===== src/verilog/clock_ctrl_pkg.sv =====
`default_nettype none
package clock_ctrl_pkg;
  // register indices; byte address is four times the index
  localparam logic [11:0] REFDIV_IDX = 12'h010;
  localparam logic [11:0] OUTLOOP_IDX = 12'h011;
  localparam logic [11:0] STATUS_IDX = 12'h012;
  localparam logic [11:0] MISC_IDX = 12'h01c;
  localparam logic [11:0] VCOCTL_IDX = 12'h0f3;
  // misc control fields
  localparam int MODE_LSB = 0;
  localparam int MAN_SEL_BIT = 2;
  localparam int CP_MID_BIT = 6;
  localparam int INDEP_BIT = 7;
  localparam logic [1:0] MODE_MAN_REG = 2'h0;
  localparam logic [1:0] MODE_MAN_PIN = 2'h1;
  localparam logic [1:0] MODE_NONREV = 2'h2;
  localparam logic [1:0] MODE_REVERT = 2'h3;
  // vco control fields
  localparam int CAL_BIT = 1;
  // reference divider fields
  localparam int DIVA_LSB = 0;
  localparam int DIVB_LSB = 16;
  // output loop fields
  localparam int BCNT_LSB = 0;
  localparam int ACNT_LSB = 8;
  localparam int VDIV_LSB = 16;
  localparam int DBL_BIT = 24;
  // reset values
  localparam logic [31:0] REFDIV_RST = 32'h0001_0001;
  localparam logic [31:0] OUTLOOP_RST = 32'h0004_0004;
  localparam logic [31:0] MISC_RST = 32'h0000_0000;
  localparam logic [31:0] VCOCTL_RST = 32'h0000_0000;
  // divider limits
  localparam logic [9:0] REF_DIV_MIN = 10'h001;
  localparam logic [3:0] VCO_DIV_MIN = 4'h4;
  localparam logic [3:0] VCO_DIV_MAX = 4'hb;
  localparam logic [5:0] BCNT_MIN = 6'h04;
  localparam logic [9:0] PRESCALE = 10'h004;
  // timing in oscillator_input cycles
  localparam logic [10:0] LOSS_OSC_CYCLES = 11'h400;
  localparam logic [7:0] CAL_OSC_CYCLES = 8'h80;

  typedef enum logic [2:0] {
    ST_PRIMARY = 3'b001,
    ST_SECONDARY = 3'b010,
    ST_HOLDOVER = 3'b100
  } sel_state_type;

  typedef struct packed {
    logic primary;
    logic secondary;
  } ref_status_type;

  typedef struct packed {
    logic doubler;
    logic [3:0] vco_div;
    logic [1:0] swallow;
    logic [5:0] coarse;
  } outloop_cfg_type;
endpackage
`default_nettype wire


===== src/verilog/tick_divider.sv =====
`default_nettype none
// divides a stream of one-cycle ticks by ratio, emitting one pulse per ratio ticks
module tick_divider (
  input wire logic pclk,
  input wire logic presetn,
  input wire logic tick,
  input wire logic [9:0] ratio,
  output logic pulse
);
  logic [9:0] cnt_r;

  always_ff @(posedge pclk or negedge presetn) begin
    if (!presetn) begin
      cnt_r <= 10'h000;
      pulse <= 1'b0;
    end else begin
      pulse <= 1'b0;
      if (tick) begin
        if (cnt_r >= ratio - 10'h001) begin
          cnt_r <= 10'h000;
          pulse <= 1'b1;
        end else begin
          cnt_r <= cnt_r + 10'h001;
        end
      end
    end
  end
endmodule // tick_divider
`default_nettype wire


===== src/verilog/reference_switchover_and_dividers.sv =====
`default_nettype none
module reference_switchover_and_dividers (
  input wire logic pclk,
  input wire logic presetn,
  input wire logic psel,
  input wire logic penable,
  input wire logic pwrite,
  input wire logic [15:0] paddr,
  input wire logic [31:0] pwdata,
  output logic [31:0] prdata,
  output logic pready,
  output logic pslverr,
  input wire logic primary_reference,
  input wire logic secondary_reference,
  input wire logic oscillator_input,
  input wire logic vco_clock,
  input wire logic reference_select_pin,
  output logic input_loop_pfd_ref,
  output logic input_loop_pfd_fb,
  output logic output_loop_pfd_ref,
  output logic output_loop_pfd_fb,
  output logic vco_div_pulse,
  output logic secondary_active,
  output logic holdover,
  output logic cp_tristate,
  output logic cp_half_supply,
  output logic cal_busy
);
  ////////////////////////////////////////////////////////////////////////
  // pin synchronisers and edge detect
  logic [4:0] pin_s1_r;
  logic [4:0] pin_s2_r;
  logic [3:0] pin_s3_r;
  logic [3:0] rise;
  logic osc_fall;

  always_ff @(posedge pclk or negedge presetn) begin
    if (!presetn) begin
      pin_s1_r <= 5'h00;
      pin_s2_r <= 5'h00;
      pin_s3_r <= 4'h0;
    end else begin
      pin_s1_r <= {reference_select_pin, vco_clock, oscillator_input,
                   secondary_reference, primary_reference};
      pin_s2_r <= pin_s1_r;
      pin_s3_r <= pin_s2_r[3:0];
    end
  end

  assign rise = pin_s2_r[3:0] & ~pin_s3_r;
  assign osc_fall = ~pin_s2_r[2] & pin_s3_r[2];

  ////////////////////////////////////////////////////////////////////////
  // registers
  logic [31:0] refdiv_r;
  logic [31:0] outloop_r;
  logic [31:0] misc_r;
  logic [31:0] vcoctl_r;
  logic [11:0] idx;
  logic wr_en;
  logic map_hit;
  logic [31:0] rd_val;
  logic [31:0] status_val;

  assign idx = paddr[13:2];
  assign wr_en = psel & penable & pwrite;
  assign map_hit = (paddr[1:0] == 2'h0) && (paddr[15:14] == 2'h0) &&
                   (idx == clock_ctrl_pkg::REFDIV_IDX || idx == clock_ctrl_pkg::OUTLOOP_IDX ||
                    idx == clock_ctrl_pkg::STATUS_IDX || idx == clock_ctrl_pkg::MISC_IDX ||
                    idx == clock_ctrl_pkg::VCOCTL_IDX);

  always_ff @(posedge pclk or negedge presetn) begin
    if (!presetn) begin
      refdiv_r <= clock_ctrl_pkg::REFDIV_RST;
      outloop_r <= clock_ctrl_pkg::OUTLOOP_RST;
      misc_r <= clock_ctrl_pkg::MISC_RST;
      vcoctl_r <= clock_ctrl_pkg::VCOCTL_RST;
    end else if (wr_en && map_hit) begin
      unique case (idx)
        clock_ctrl_pkg::REFDIV_IDX: refdiv_r <= pwdata & 32'h03ff_03ff;
        clock_ctrl_pkg::OUTLOOP_IDX: outloop_r <= pwdata & 32'h010f_033f;
        clock_ctrl_pkg::MISC_IDX: misc_r <= pwdata & 32'h0000_00c7;
        clock_ctrl_pkg::VCOCTL_IDX: vcoctl_r <= pwdata & 32'h0000_0002;
        default: ;
      endcase
    end
  end

  always_comb begin
    unique case (idx)
      clock_ctrl_pkg::REFDIV_IDX: rd_val = refdiv_r;
      clock_ctrl_pkg::OUTLOOP_IDX: rd_val = outloop_r;
      clock_ctrl_pkg::STATUS_IDX: rd_val = status_val;
      clock_ctrl_pkg::MISC_IDX: rd_val = misc_r;
      clock_ctrl_pkg::VCOCTL_IDX: rd_val = vcoctl_r;
      default: rd_val = 32'h0000_0000;
    endcase
  end

  // read data and error captured in the setup phase, zero-wait access
  always_ff @(posedge pclk or negedge presetn) begin
    if (!presetn) begin
      prdata <= 32'h0000_0000;
      pslverr <= 1'b0;
      pready <= 1'b0;
    end else begin
      pready <= 1'b1;
      if (psel && !penable) begin
        prdata <= (map_hit && !pwrite) ? rd_val : 32'h0000_0000;
        pslverr <= !map_hit;
      end
    end
  end

  ////////////////////////////////////////////////////////////////////////
  // reference dividers
  function automatic logic [9:0] ref_ratio(input logic [9:0] v);
    ref_ratio = (v < clock_ctrl_pkg::REF_DIV_MIN) ? clock_ctrl_pkg::REF_DIV_MIN : v;
  endfunction

  logic [9:0] div_a_ratio;
  logic [9:0] div_b_ratio;
  logic div_a_pulse;
  logic div_b_pulse;

  assign div_a_ratio = ref_ratio(refdiv_r[clock_ctrl_pkg::DIVA_LSB +: 10]);
  assign div_b_ratio = misc_r[clock_ctrl_pkg::INDEP_BIT] ?
                       ref_ratio(refdiv_r[clock_ctrl_pkg::DIVB_LSB +: 10]) : div_a_ratio;

  tick_divider u_div_a (
    .pclk(pclk),
    .presetn(presetn),
    .tick(rise[0]),
    .ratio(div_a_ratio),
    .pulse(div_a_pulse)
  );

  tick_divider u_div_b (
    .pclk(pclk),
    .presetn(presetn),
    .tick(rise[1]),
    .ratio(div_b_ratio),
    .pulse(div_b_pulse)
  );

  ////////////////////////////////////////////////////////////////////////
  // reference monitor
  logic [10:0] gap_a_r;
  logic [10:0] gap_b_r;
  clock_ctrl_pkg::ref_status_type present_r;

  always_ff @(posedge pclk or negedge presetn) begin
    if (!presetn) begin
      gap_a_r <= 11'h000;
      gap_b_r <= 11'h000;
      present_r <= '0;
    end else begin
      if (div_a_pulse) begin
        gap_a_r <= 11'h000;
        present_r.primary <= 1'b1;
      end else if (rise[2]) begin
        if (gap_a_r == clock_ctrl_pkg::LOSS_OSC_CYCLES - 11'h001) begin
          present_r.primary <= 1'b0;
        end else begin
          gap_a_r <= gap_a_r + 11'h001;
        end
      end
      if (div_b_pulse) begin
        gap_b_r <= 11'h000;
        present_r.secondary <= 1'b1;
      end else if (rise[2]) begin
        if (gap_b_r == clock_ctrl_pkg::LOSS_OSC_CYCLES - 11'h001) begin
          present_r.secondary <= 1'b0;
        end else begin
          gap_b_r <= gap_b_r + 11'h001;
        end
      end
    end
  end

  ////////////////////////////////////////////////////////////////////////
  // switchover control
  clock_ctrl_pkg::sel_state_type state_r;
  clock_ctrl_pkg::sel_state_type state_nxt;
  logic [1:0] mode;
  logic man_sec;
  logic pa;
  logic pb;

  assign mode = misc_r[clock_ctrl_pkg::MODE_LSB +: 2];
  assign man_sec = (mode == clock_ctrl_pkg::MODE_MAN_PIN) ? pin_s2_r[4] :
                   misc_r[clock_ctrl_pkg::MAN_SEL_BIT];
  assign pa = present_r.primary;
  assign pb = present_r.secondary;

  always_comb begin
    state_nxt = state_r;
    if (!pa && !pb) begin
      state_nxt = clock_ctrl_pkg::ST_HOLDOVER;
    end else if (mode == clock_ctrl_pkg::MODE_MAN_REG || mode == clock_ctrl_pkg::MODE_MAN_PIN) begin
      state_nxt = man_sec ? clock_ctrl_pkg::ST_SECONDARY : clock_ctrl_pkg::ST_PRIMARY;
    end else begin
      unique case (state_r)
        clock_ctrl_pkg::ST_PRIMARY: begin
          if (!pa && pb) begin
            state_nxt = clock_ctrl_pkg::ST_SECONDARY;
          end
        end
        clock_ctrl_pkg::ST_SECONDARY: begin
          if (mode == clock_ctrl_pkg::MODE_REVERT && pa) begin
            state_nxt = clock_ctrl_pkg::ST_PRIMARY;
          end else if (!pb && pa) begin
            state_nxt = clock_ctrl_pkg::ST_PRIMARY;
          end
        end
        clock_ctrl_pkg::ST_HOLDOVER: begin
          state_nxt = pa ? clock_ctrl_pkg::ST_PRIMARY : clock_ctrl_pkg::ST_SECONDARY;
        end
        default: state_nxt = clock_ctrl_pkg::ST_HOLDOVER;
      endcase
    end
  end

  always_ff @(posedge pclk or negedge presetn) begin
    if (!presetn) begin
      state_r <= clock_ctrl_pkg::ST_HOLDOVER;
    end else begin
      state_r <= state_nxt;
    end
  end

  // selected divided reference and charge pump mode
  always_ff @(posedge pclk or negedge presetn) begin
    if (!presetn) begin
      input_loop_pfd_ref <= 1'b0;
      input_loop_pfd_fb <= 1'b0;
      secondary_active <= 1'b0;
      holdover <= 1'b1;
      cp_tristate <= 1'b1;
      cp_half_supply <= 1'b0;
    end else begin
      input_loop_pfd_ref <= (state_r == clock_ctrl_pkg::ST_PRIMARY) ? div_a_pulse :
                            (state_r == clock_ctrl_pkg::ST_SECONDARY) ? div_b_pulse : 1'b0;
      input_loop_pfd_fb <= rise[2];
      secondary_active <= (state_r == clock_ctrl_pkg::ST_SECONDARY);
      holdover <= (state_r == clock_ctrl_pkg::ST_HOLDOVER);
      cp_tristate <= (state_r == clock_ctrl_pkg::ST_HOLDOVER) &&
                     !misc_r[clock_ctrl_pkg::CP_MID_BIT];
      cp_half_supply <= (state_r == clock_ctrl_pkg::ST_HOLDOVER) &&
                        misc_r[clock_ctrl_pkg::CP_MID_BIT];
    end
  end

  ////////////////////////////////////////////////////////////////////////
  // output loop: doubler, vco divider, feedback divider
  clock_ctrl_pkg::outloop_cfg_type cfg;
  logic [9:0] fb_cnt_r;
  logic [9:0] vdiv_cnt_r;
  logic [9:0] fb_ratio;
  logic [3:0] vdiv_ratio;
  logic [5:0] coarse;

  assign cfg = {outloop_r[clock_ctrl_pkg::DBL_BIT], outloop_r[clock_ctrl_pkg::VDIV_LSB +: 4],
                outloop_r[clock_ctrl_pkg::ACNT_LSB +: 2], outloop_r[clock_ctrl_pkg::BCNT_LSB +: 6]};
  assign coarse = (cfg.coarse < clock_ctrl_pkg::BCNT_MIN) ? clock_ctrl_pkg::BCNT_MIN : cfg.coarse;
  assign fb_ratio = 10'(clock_ctrl_pkg::PRESCALE * {4'h0, coarse}) + {8'h00, cfg.swallow};
  assign vdiv_ratio = (cfg.vco_div < clock_ctrl_pkg::VCO_DIV_MIN) ? clock_ctrl_pkg::VCO_DIV_MIN :
                      (cfg.vco_div > clock_ctrl_pkg::VCO_DIV_MAX) ? clock_ctrl_pkg::VCO_DIV_MAX :
                      cfg.vco_div;

  always_ff @(posedge pclk or negedge presetn) begin
    if (!presetn) begin
      fb_cnt_r <= 10'h000;
      vdiv_cnt_r <= 10'h000;
      output_loop_pfd_ref <= 1'b0;
      output_loop_pfd_fb <= 1'b0;
      vco_div_pulse <= 1'b0;
    end else begin
      output_loop_pfd_ref <= rise[2] | (cfg.doubler & osc_fall);
      output_loop_pfd_fb <= 1'b0;
      vco_div_pulse <= 1'b0;
      if (rise[3]) begin
        if (fb_cnt_r >= fb_ratio - 10'h001) begin
          fb_cnt_r <= 10'h000;
          output_loop_pfd_fb <= 1'b1;
        end else begin
          fb_cnt_r <= fb_cnt_r + 10'h001;
        end
        if (vdiv_cnt_r >= {6'h00, vdiv_ratio} - 10'h001) begin
          vdiv_cnt_r <= 10'h000;
          vco_div_pulse <= 1'b1;
        end else begin
          vdiv_cnt_r <= vdiv_cnt_r + 10'h001;
        end
      end
    end
  end

  ////////////////////////////////////////////////////////////////////////
  // vco calibration
  logic cal_prev_r;
  logic [7:0] cal_cnt_r;

  always_ff @(posedge pclk or negedge presetn) begin
    if (!presetn) begin
      cal_prev_r <= 1'b0;
      cal_cnt_r <= 8'h00;
      cal_busy <= 1'b0;
    end else begin
      cal_prev_r <= vcoctl_r[clock_ctrl_pkg::CAL_BIT];
      if (vcoctl_r[clock_ctrl_pkg::CAL_BIT] && !cal_prev_r) begin
        // band search runs on oscillator ticks
        cal_busy <= 1'b1;
        cal_cnt_r <= 8'h00;
      end else if (cal_busy && rise[2]) begin
        if (cal_cnt_r == clock_ctrl_pkg::CAL_OSC_CYCLES - 8'h01) begin
          cal_busy <= 1'b0;
        end else begin
          cal_cnt_r <= cal_cnt_r + 8'h01;
        end
      end
    end
  end

  assign status_val = {26'h0000000, cal_busy, (state_r == clock_ctrl_pkg::ST_HOLDOVER),
                       (state_r == clock_ctrl_pkg::ST_SECONDARY), pb, pa, 1'b0};
endmodule // reference_switchover_and_dividers
`default_nettype wire


===== config.mk =====
export PLATFORM = sky130hd
export DESIGN_NAME = reference_switchover_and_dividers
export DESIGN_NICKNAME = d
export VERILOG_FILES = /design/src/verilog/clock_ctrl_pkg.sv /design/src/verilog/tick_divider.sv /design/src/verilog/reference_switchover_and_dividers.sv
export SDC_FILE = /design/constraint.sdc
export NUM_CORES = 1
export LEC_CHECK = 0
export BUFFER_PORTS_ARGS = -buffer_cell sky130_fd_sc_hd__buf_4
export CORE_ASPECT_RATIO = 1.5
export CORE_UTILIZATION = 35
export CTS_BUF_LIST = sky130_fd_sc_hd__clkbuf_4 sky130_fd_sc_hd__clkbuf_8
export DETAILED_ROUTE_END_ITERATION = 8
export GPL_TIMING_DRIVEN = 1
export PLACE_DENSITY_LB_ADDON = 0.25
export SETUP_SLACK_MARGIN = 0.2
export SLEW_MARGIN = 25
export SYNTH_ARGS = -nofsm -noshare
export SYNTH_HDL_FRONTEND = slang
export SYNTH_SLANG_ARGS = --single-unit
export TNS_END_PERCENT = 100

===== constraint.sdc =====
create_clock -name pclk -period 8.1 [get_ports pclk]
set_input_delay 1.62 -clock pclk [delete_from_list [all_inputs] [get_ports pclk]]
set_output_delay 1.62 -clock pclk [all_outputs]
set_load 0.05 [all_outputs]

## After elaboration in Yosys (flattened, before gate mapping)

Cells that the tools add are included.
W data, S select, Z words.

| cells by class | value |
|---|---|
| add/subtract/negate cells | 12 |
| $lt $le $gt $ge | 9 |
| eq/ne operators | 18 |
| muxes and demuxes | 49 |
| bitwise gates (word level) | 8 |
| reduce and logical (&&, ||, !) cells | 45 |

Operators by type and width:

| operator | count |
|---|---|
| $pmux W26 S5 | 1 |
| $mux W10 | 7 |
| $mux W11 | 6 |
| $eq A12 B5 Y1 const B | 4 |
| $add A10 B1 Y10 const B | 4 |
| $ge A10 B10 Y1 | 4 |
| $mux W32 | 1 |
| $mux W8 | 3 |
| $add A11 B1 Y11 const B | 2 |
| $eq A11 B10 Y1 const B | 2 |
| $reduce_and A2 Y1 | 11 |
| $lt A10 B1 Y1 const B | 2 |
| $mux W1 | 20 |
| $sub A10 B1 Y10 const B | 2 |
| $mux W3 | 5 |
| $logic_and A1 B1 Y1 | 13 |
| $eq A12 B8 Y1 const B | 1 |
| $reduce_bool A2 Y1 | 6 |
| $sub A9 B1 Y10 const B | 1 |
| $add A8 B2 Y9 | 1 |
| $pmux W3 S3 | 1 |
| $add A8 B1 Y8 const B | 1 |
| $eq A8 B7 Y1 const B | 1 |
| $mux W4 | 2 |
| 23 further kinds | 40 |

| storage, ports and cells | value |
|---|---|
| register bits after elaboration | 175 |
| bits of input ports | 58 |
| output and inout bits | 44 |
| word-level logic and storage cells | 174 |

## Depth between registers and ports, before layout

| depth | value |
|---|---|
| depth after elaboration | 8 |
| mapped depth | 16 |
| depth with buffers taken out | 14 |

## By module

From an unflattened synthesis, not the netlist that was laid out.

| second synthesis, totals | value |
|---|---|
| cell total of the unflattened synthesis | 866 |
| area, all modules | 8921.1 µm² |

Modules (own cells, without submodules):

| module | instances | cells an instance | area an instance (µm²) | seq. area each (µm²) |
|---|---|---|---|---|
| reference_switchover_and_dividers | 1 | 656 | 7006.7 | 3537.1 |
| tick_divider | 2 | 105 | 957.2 | 275.3 |

## Worst setup path before layout

OpenSTA, ideal clock, no wires.

| path | value |
|---|---|
| path type | input to register |
| start | input port paddr[7] |
| end | register refdiv_r[17] |
| library setup time | 0.125 ns |
| data arrival time | 3.404 ns |
| data required time | 7.975 ns |
| path slack | 4.571 ns |
| stages | 5 |
| buffers on the path | 1 |
| path through | or3_1 -> or3_4 -> or4_4 -> buf_6 -> mux2_4 |

| on the way | value |
|---|---|
| cells in the longest elaborated chain, start to end | 8 |

RTL lines:

| element | RTL line | source |
|---|---|---|
| from (decl) | reference_switchover_and_dividers.sv:8 | `input wire logic [15:0] paddr,` |
| $eq A12 B5 Y1 (on tied branches) | reference_switchover_and_dividers.sv:68, reference_switchover_and_dividers.sv:79 |  |
| $logic_or A1 B1 Y1 (2 in a row) | reference_switchover_and_dividers.sv:68 | `(idx == clock_ctrl_pkg::REFDIV_IDX \|\| idx == clock_ctrl_pkg::OUTLOOP_IDX \|\|` |
| $logic_or A1 B1 Y1 (2 in a row) | reference_switchover_and_dividers.sv:69 | `idx == clock_ctrl_pkg::STATUS_IDX \|\| idx == clock_ctrl_pkg::MISC_IDX \|\|` |
| $logic_and A1 B1 Y1 | reference_switchover_and_dividers.sv:67 | `assign map_hit = (paddr[1:0] == 2'h0) && (paddr[15:14] == 2'h0) &&` |
| $logic_and A1 B1 Y1 | reference_switchover_and_dividers.sv:78 | `end else if (wr_en && map_hit) begin` |
| $reduce_and A2 Y1 (no source line) (*) | -- |  |
| to (signal assigned) | reference_switchover_and_dividers.sv:74 | `refdiv_r <= clock_ctrl_pkg::REFDIV_RST;` |
| to (signal assigned) | reference_switchover_and_dividers.sv:80 | `clock_ctrl_pkg::REFDIV_IDX: refdiv_r <= pwdata & 32'h03ff_03ff;` |
| to (decl) | reference_switchover_and_dividers.sv:55 | `logic [31:0] refdiv_r;` |

Every way passes the cells marked *; elsewhere a longest branch is shown, timed or not.
A chain may end at the register's enable or synchronous reset.

## Worst setup path in the final report

| path | value |
|---|---|
| start | register refdiv_r[2] |
| end | register u_div_b.cnt_r[7] |

| on the way | value |
|---|---|
| cells in the longest elaborated chain, start to end | 6 |

RTL lines:

| element | RTL line | source |
|---|---|---|
| $lt A10 B1 Y1 | reference_switchover_and_dividers.sv:118 | `ref_ratio = (v < clock_ctrl_pkg::REF_DIV_MIN) ? clock_ctrl_pkg::REF_DIV_MIN : v;` |
| $mux W10 (*) | reference_switchover_and_dividers.sv:118 |  |
| $mux W10 (*) | reference_switchover_and_dividers.sv:127 | `assign div_b_ratio = misc_r[clock_ctrl_pkg::INDEP_BIT] ?` |
| $sub A10 B1 Y10 (*) | tick_divider.sv:19 | `if (cnt_r >= ratio - 10'h001) begin` |
| $ge A10 B10 Y1 (*) | tick_divider.sv:19 |  |
| $mux W10 (*) | tick_divider.sv:19 |  |
| to (signal assigned) | tick_divider.sv:23 | `cnt_r <= cnt_r + 10'h001;` |
| to (decl) | tick_divider.sv:10 | `logic [9:0] cnt_r;` |

Marked as above.

==> results by group <==
Setup path
  – Slowest CP cell: or4_1
  – Worst Path Required: 8.49 ns
  – Worst-path fanout max: 11
  – CP Launch Type: register
  – CP Capture Type: register
  – CP Class: register to register
  – Worst path cell trace: or4_1 -> nor3_1 -> o31ai_1 -> ha_1 -> o21ai_0 -> xnor2_1 -> ha_1 -> a21o_1 -> a21oi_1 -> o21ai_0 -> a21oi_1 -> nor2_1 -> nor2_1
  – CP arrival: 4.31 ns
  – Max incr delay on CP: 0.58 ns

Synth
  – Distinct cells, synth: 59
  – Compound-gate portion of the synthesized area: 11.10%
  – Adder-Cell Fraction of Synth Area: 7.259%
  – Top cells by count, synth: 156 x dfrtp_1, 83 x nand2_1, 83 x nor2_1
  – Avg Cell Area, Syn: 10.07 sq um
  – Synth area leaders: dfrtp_1 44%, ha_1 7.3%, nand2_1 3.5%
  – Post-Synthesis Cells: 873
  – Post-synth EDFFs: 0
  – Async SR Flop Fraction: 100.0%
  – Share of the synthesized area in the top cell type: 44.41%
  – Primary FF master, synth: dfrtp_1
  – Yosys top cell by area: dfrtp_1
  – Register bit total from synthesis: 163
  – Sequential area share after synthesis: 46.50%
  – Count leader, synth: dfrtp_1
  – Post-Syn Area: 8791 sq um
  – Synth Area in XOR/XNOR: 5.480%
  – Combinational family with the most area after synthesis: simple AND/OR/NAND/NOR gates
  – Ys Warns: 0
  – Post-synthesis mux area share: 7.785%
  – Simple-Gate Fraction of Synth Area: 18.02%

Drt
  – DRC: 0
  – Via Count: 6569
  – Vias per cell: 5.084
  – WL/cell: 15.14 um
  – Routed Antenna Nets: 0
  – Drt pass-1 iters: 6
  – DR iter-0 viols: 329
  – WL final: 19570 um

Hold path
  – Hold crit path type: register to register

Global routing
  – Vias in the first global route: 6500
  – Largest net degree at the start of global routing: 93
  – GRT overflow: 0
  – Met3 usage: 2.997%
  – Antenna violations before repair: 0
  – Met2 Track Usage GR: 28.94%
  – M1 GR Usage: 18.53%
  – Gr busiest metal: met2
  – First-pass GRT wire length: 32530 um
  – Total track usage: 15.89%

Timing
  – Worst-margin pin slew: 1.003 ns
  – TNS Setup: 0 ns
  – Fin. max-slew vios: 0
  – Final hold violations: 0
  – Fin crit share: 48.33%
  – Clock Skew: 0.01599 ns
  – Setup ws final: 4.185 ns
  – Relative slew slack: 32.66%
  – Peak Freq: 255.5 MHz
  – Final setup vio count: 0
  – RSZ-0062 raised after global routing: false
  – Min Tclk post-route: 3.915 ns

Placement
  – HPWL after detailed placement: 14550 um
  – GPL Wtd Cong: 0.7808
  – Pre-CTS worst setup slack: 3.814 ns
  – # port buffers: 77

Floorplan
  – Row Count: 70
  – Die W: 131.4 um
  – IO Pins: 102
  – Die outline area: 25770 sq um
  – Core ar.: 24520 sq um
  – Initial Utilization: 35.85%
  – Die Y-Extent: 196.1 um

Clock tree
  – Deepest clock path buffer count: 2
  – TritonCTS Buffers: 17
  – Root Driver: clkbuf_8
  – # clock sinks: 163
  – Post-CTS Setup Repair Bufs: 0
  – Worst-skew pair later-pin latency: 0.47 ns
  – CTS tree: done
  – Reg clk slew, reported paths: 0.10 ns
  – Post-CTS Hold Fix Bufs: 0
  – Post-CTS sizing: 0
  – # H-tree levels: 4

Pwr
  – Peak VDD IR: 0.09344 mV
  – Leakage power: 4.771 nW
  – Power per cell area: 176.3 nW/um^2

Final layout
  – Antenna Cells: 0
  – Share of layout cells above drive strength 1: 17.25%
  – Area Growth Syn to Fin: 14.49%
  – Final nets: 1064
  – Number of fill cells: 2450

Run status
  – Outcome: finished, final reports clean

Flow run
  – Max-Cap Viols: 0
-- state kept, by name, indices dropped and copies added, names as in the netlist, 3 cells and up --
| signal | flops |
|---|---|
| prdata | 20 |
| u_div_a.cnt_r | 10 |
| pin_s3_r | 4 |
| fb_cnt_r | 10 |
| refdiv_r | 20 |
| vdiv_cnt_r | 10 |
| pin_s2_r | 5 |
| cal_cnt_r | 8 |
| pin_s1_r | 5 |
| outloop_r | 13 |
| gap_a_r | 11 |
| state_r | 3 |
| u_div_b.cnt_r | 10 |
| gap_b_r | 11 |
| misc_r | 5 |
-- final cells by class --
class | instances | area (sq um) | share of cell area [%]
timing repair buffer | 80 | 608.1 | 6.042
sequential | 163 | 4088 | 40.61
clock buffer | 18 | 247.7 | 2.461
inverter | 35 | 131.4 | 1.305
tap | 324 | 405.4 | 4.028
clock inverter | 14 | 141.4 | 1.405
multi-input combinational | 658 | 4443 | 44.14
-- cells in the final DEF, fill, tap and decap left out, types with 7 or more instances in the layout --
master / synthesis / layout
a211oi_1: 10 / 10
a21o_1: 9 / 9
a21oi_1: 39 / 39
a22o_1: 11 / 11
a22oi_1: 10 / 10
and3_1: 9 / 9
buf_4: 13 / 78
clkbuf_8: 0 / 18
conb_1: 2 / 21
dfrtp_1: 156 / 156
dfstp_2: 7 / 7
ha_1: 51 / 51
inv_1: 34 / 34
mux2_2: 19 / 19
mux2_4: 20 / 20
mux2i_1: 17 / 17
nand2_1: 83 / 83
nand2b_1: 19 / 19
nand3_1: 38 / 38
nand4_1: 15 / 15
nor2_1: 83 / 83
nor2b_1: 7 / 7
nor3_1: 18 / 18
nor4_1: 12 / 12
o21ai_0: 40 / 40
o22ai_1: 11 / 11
or3_1: 7 / 7
or4_1: 8 / 8
xnor2_1: 27 / 27
xor2_1: 28 / 28
-- routing by layer --
layer / part of all wire (%) / routed length [um] / vias up
met4: 1.3 / 263 / 0
met5: 0 / 0 / -
met2: 53 / 10310 / 97
met3: 2.8 / 544 / 19
met1: 43 / 8448 / 3221
li1: - / - / 3232
-- worst max-delay path: cells and delay by family (launching register included) --
kind	cells	cell delay (ns)
flip-flops	1	0.54
adder cells (fa/ha/maj)	2	0.56
AND/OR/NAND/NOR	4	1.29
XOR/XNOR	1	0.16
AO/OA/AOI/OAI	6	1.28
-- stage by stage --
stage / total power (W) / util, % / instance area (sq um) / hold slack (ns) / std cells
6_report: 0.001774 / 41.04 / 10060 / 0.3513 / 1292
5_1_grt: 0.001880 / 41.04 / 10060 / 0.3611 / 1292
4_1_cts: 0.001806 / 41.03 / 10060 / 0.3540 / 1292
3_5_place_dp: 0.001216 / 39.44 / 9672 / 0.3365 / 1260
3_3_place_gp: 0.001211 / 39.44 / 9672 / 0.3345 / 1260
2_1_floorplan: 0.001121 / - / 8862 / 0.3312 / 892
-- worst paths after layout --
kind                              from  cells past startpoint                to  slack (ns)
setup / recovery           refdiv_r[2]                     13  u_div_b.cnt_r[7]        4.19
min in group asynchronous      presetn                      1            pready        1.18
hold / removal             pin_s1_r[2]                      0       pin_s2_r[2]        0.35
max in group asynchronous      presetn                      2       fb_cnt_r[4]        5.77
hold reg to reg            pin_s1_r[2]                      0       pin_s2_r[2]        0.35
setup reg to reg           refdiv_r[2]                     13  u_div_b.cnt_r[7]        4.19
-- kinds of logic (layout without fill, tap and decap cells) --
| logic type | count (synthesis) | count (layout) |
|---|---|---|
| AO/OA/AOI/OAI | 155 | 155 |
| flip-flops | 163 | 163 |
| multiplexers | 56 | 56 |
| adder cells (fa/ha/maj) | 51 | 51 |
| XOR/XNOR | 55 | 55 |
| AND/OR/NAND/NOR | 320 | 320 |
| other | 2 | 21 |
| buffers and inverters | 71 | 147 |
-- report_power, final --
| part | leakage [nW] | switching [W] | total [W] | internal (W) |
|---|---|---|---|---|
| clock | 0.188 | 0.000343 | 0.000578 | 0.000235 |
| sequential | 2.16 | 0.0000497 | 0.000917 | 0.000868 |
| combinational | 2.42 | 0.000173 | 0.000279 | 0.000106 |
| total | 4.77 | 0.000566 | 0.00177 | 0.00121 |
Note: power is estimated with default switching activity, not from simulation.
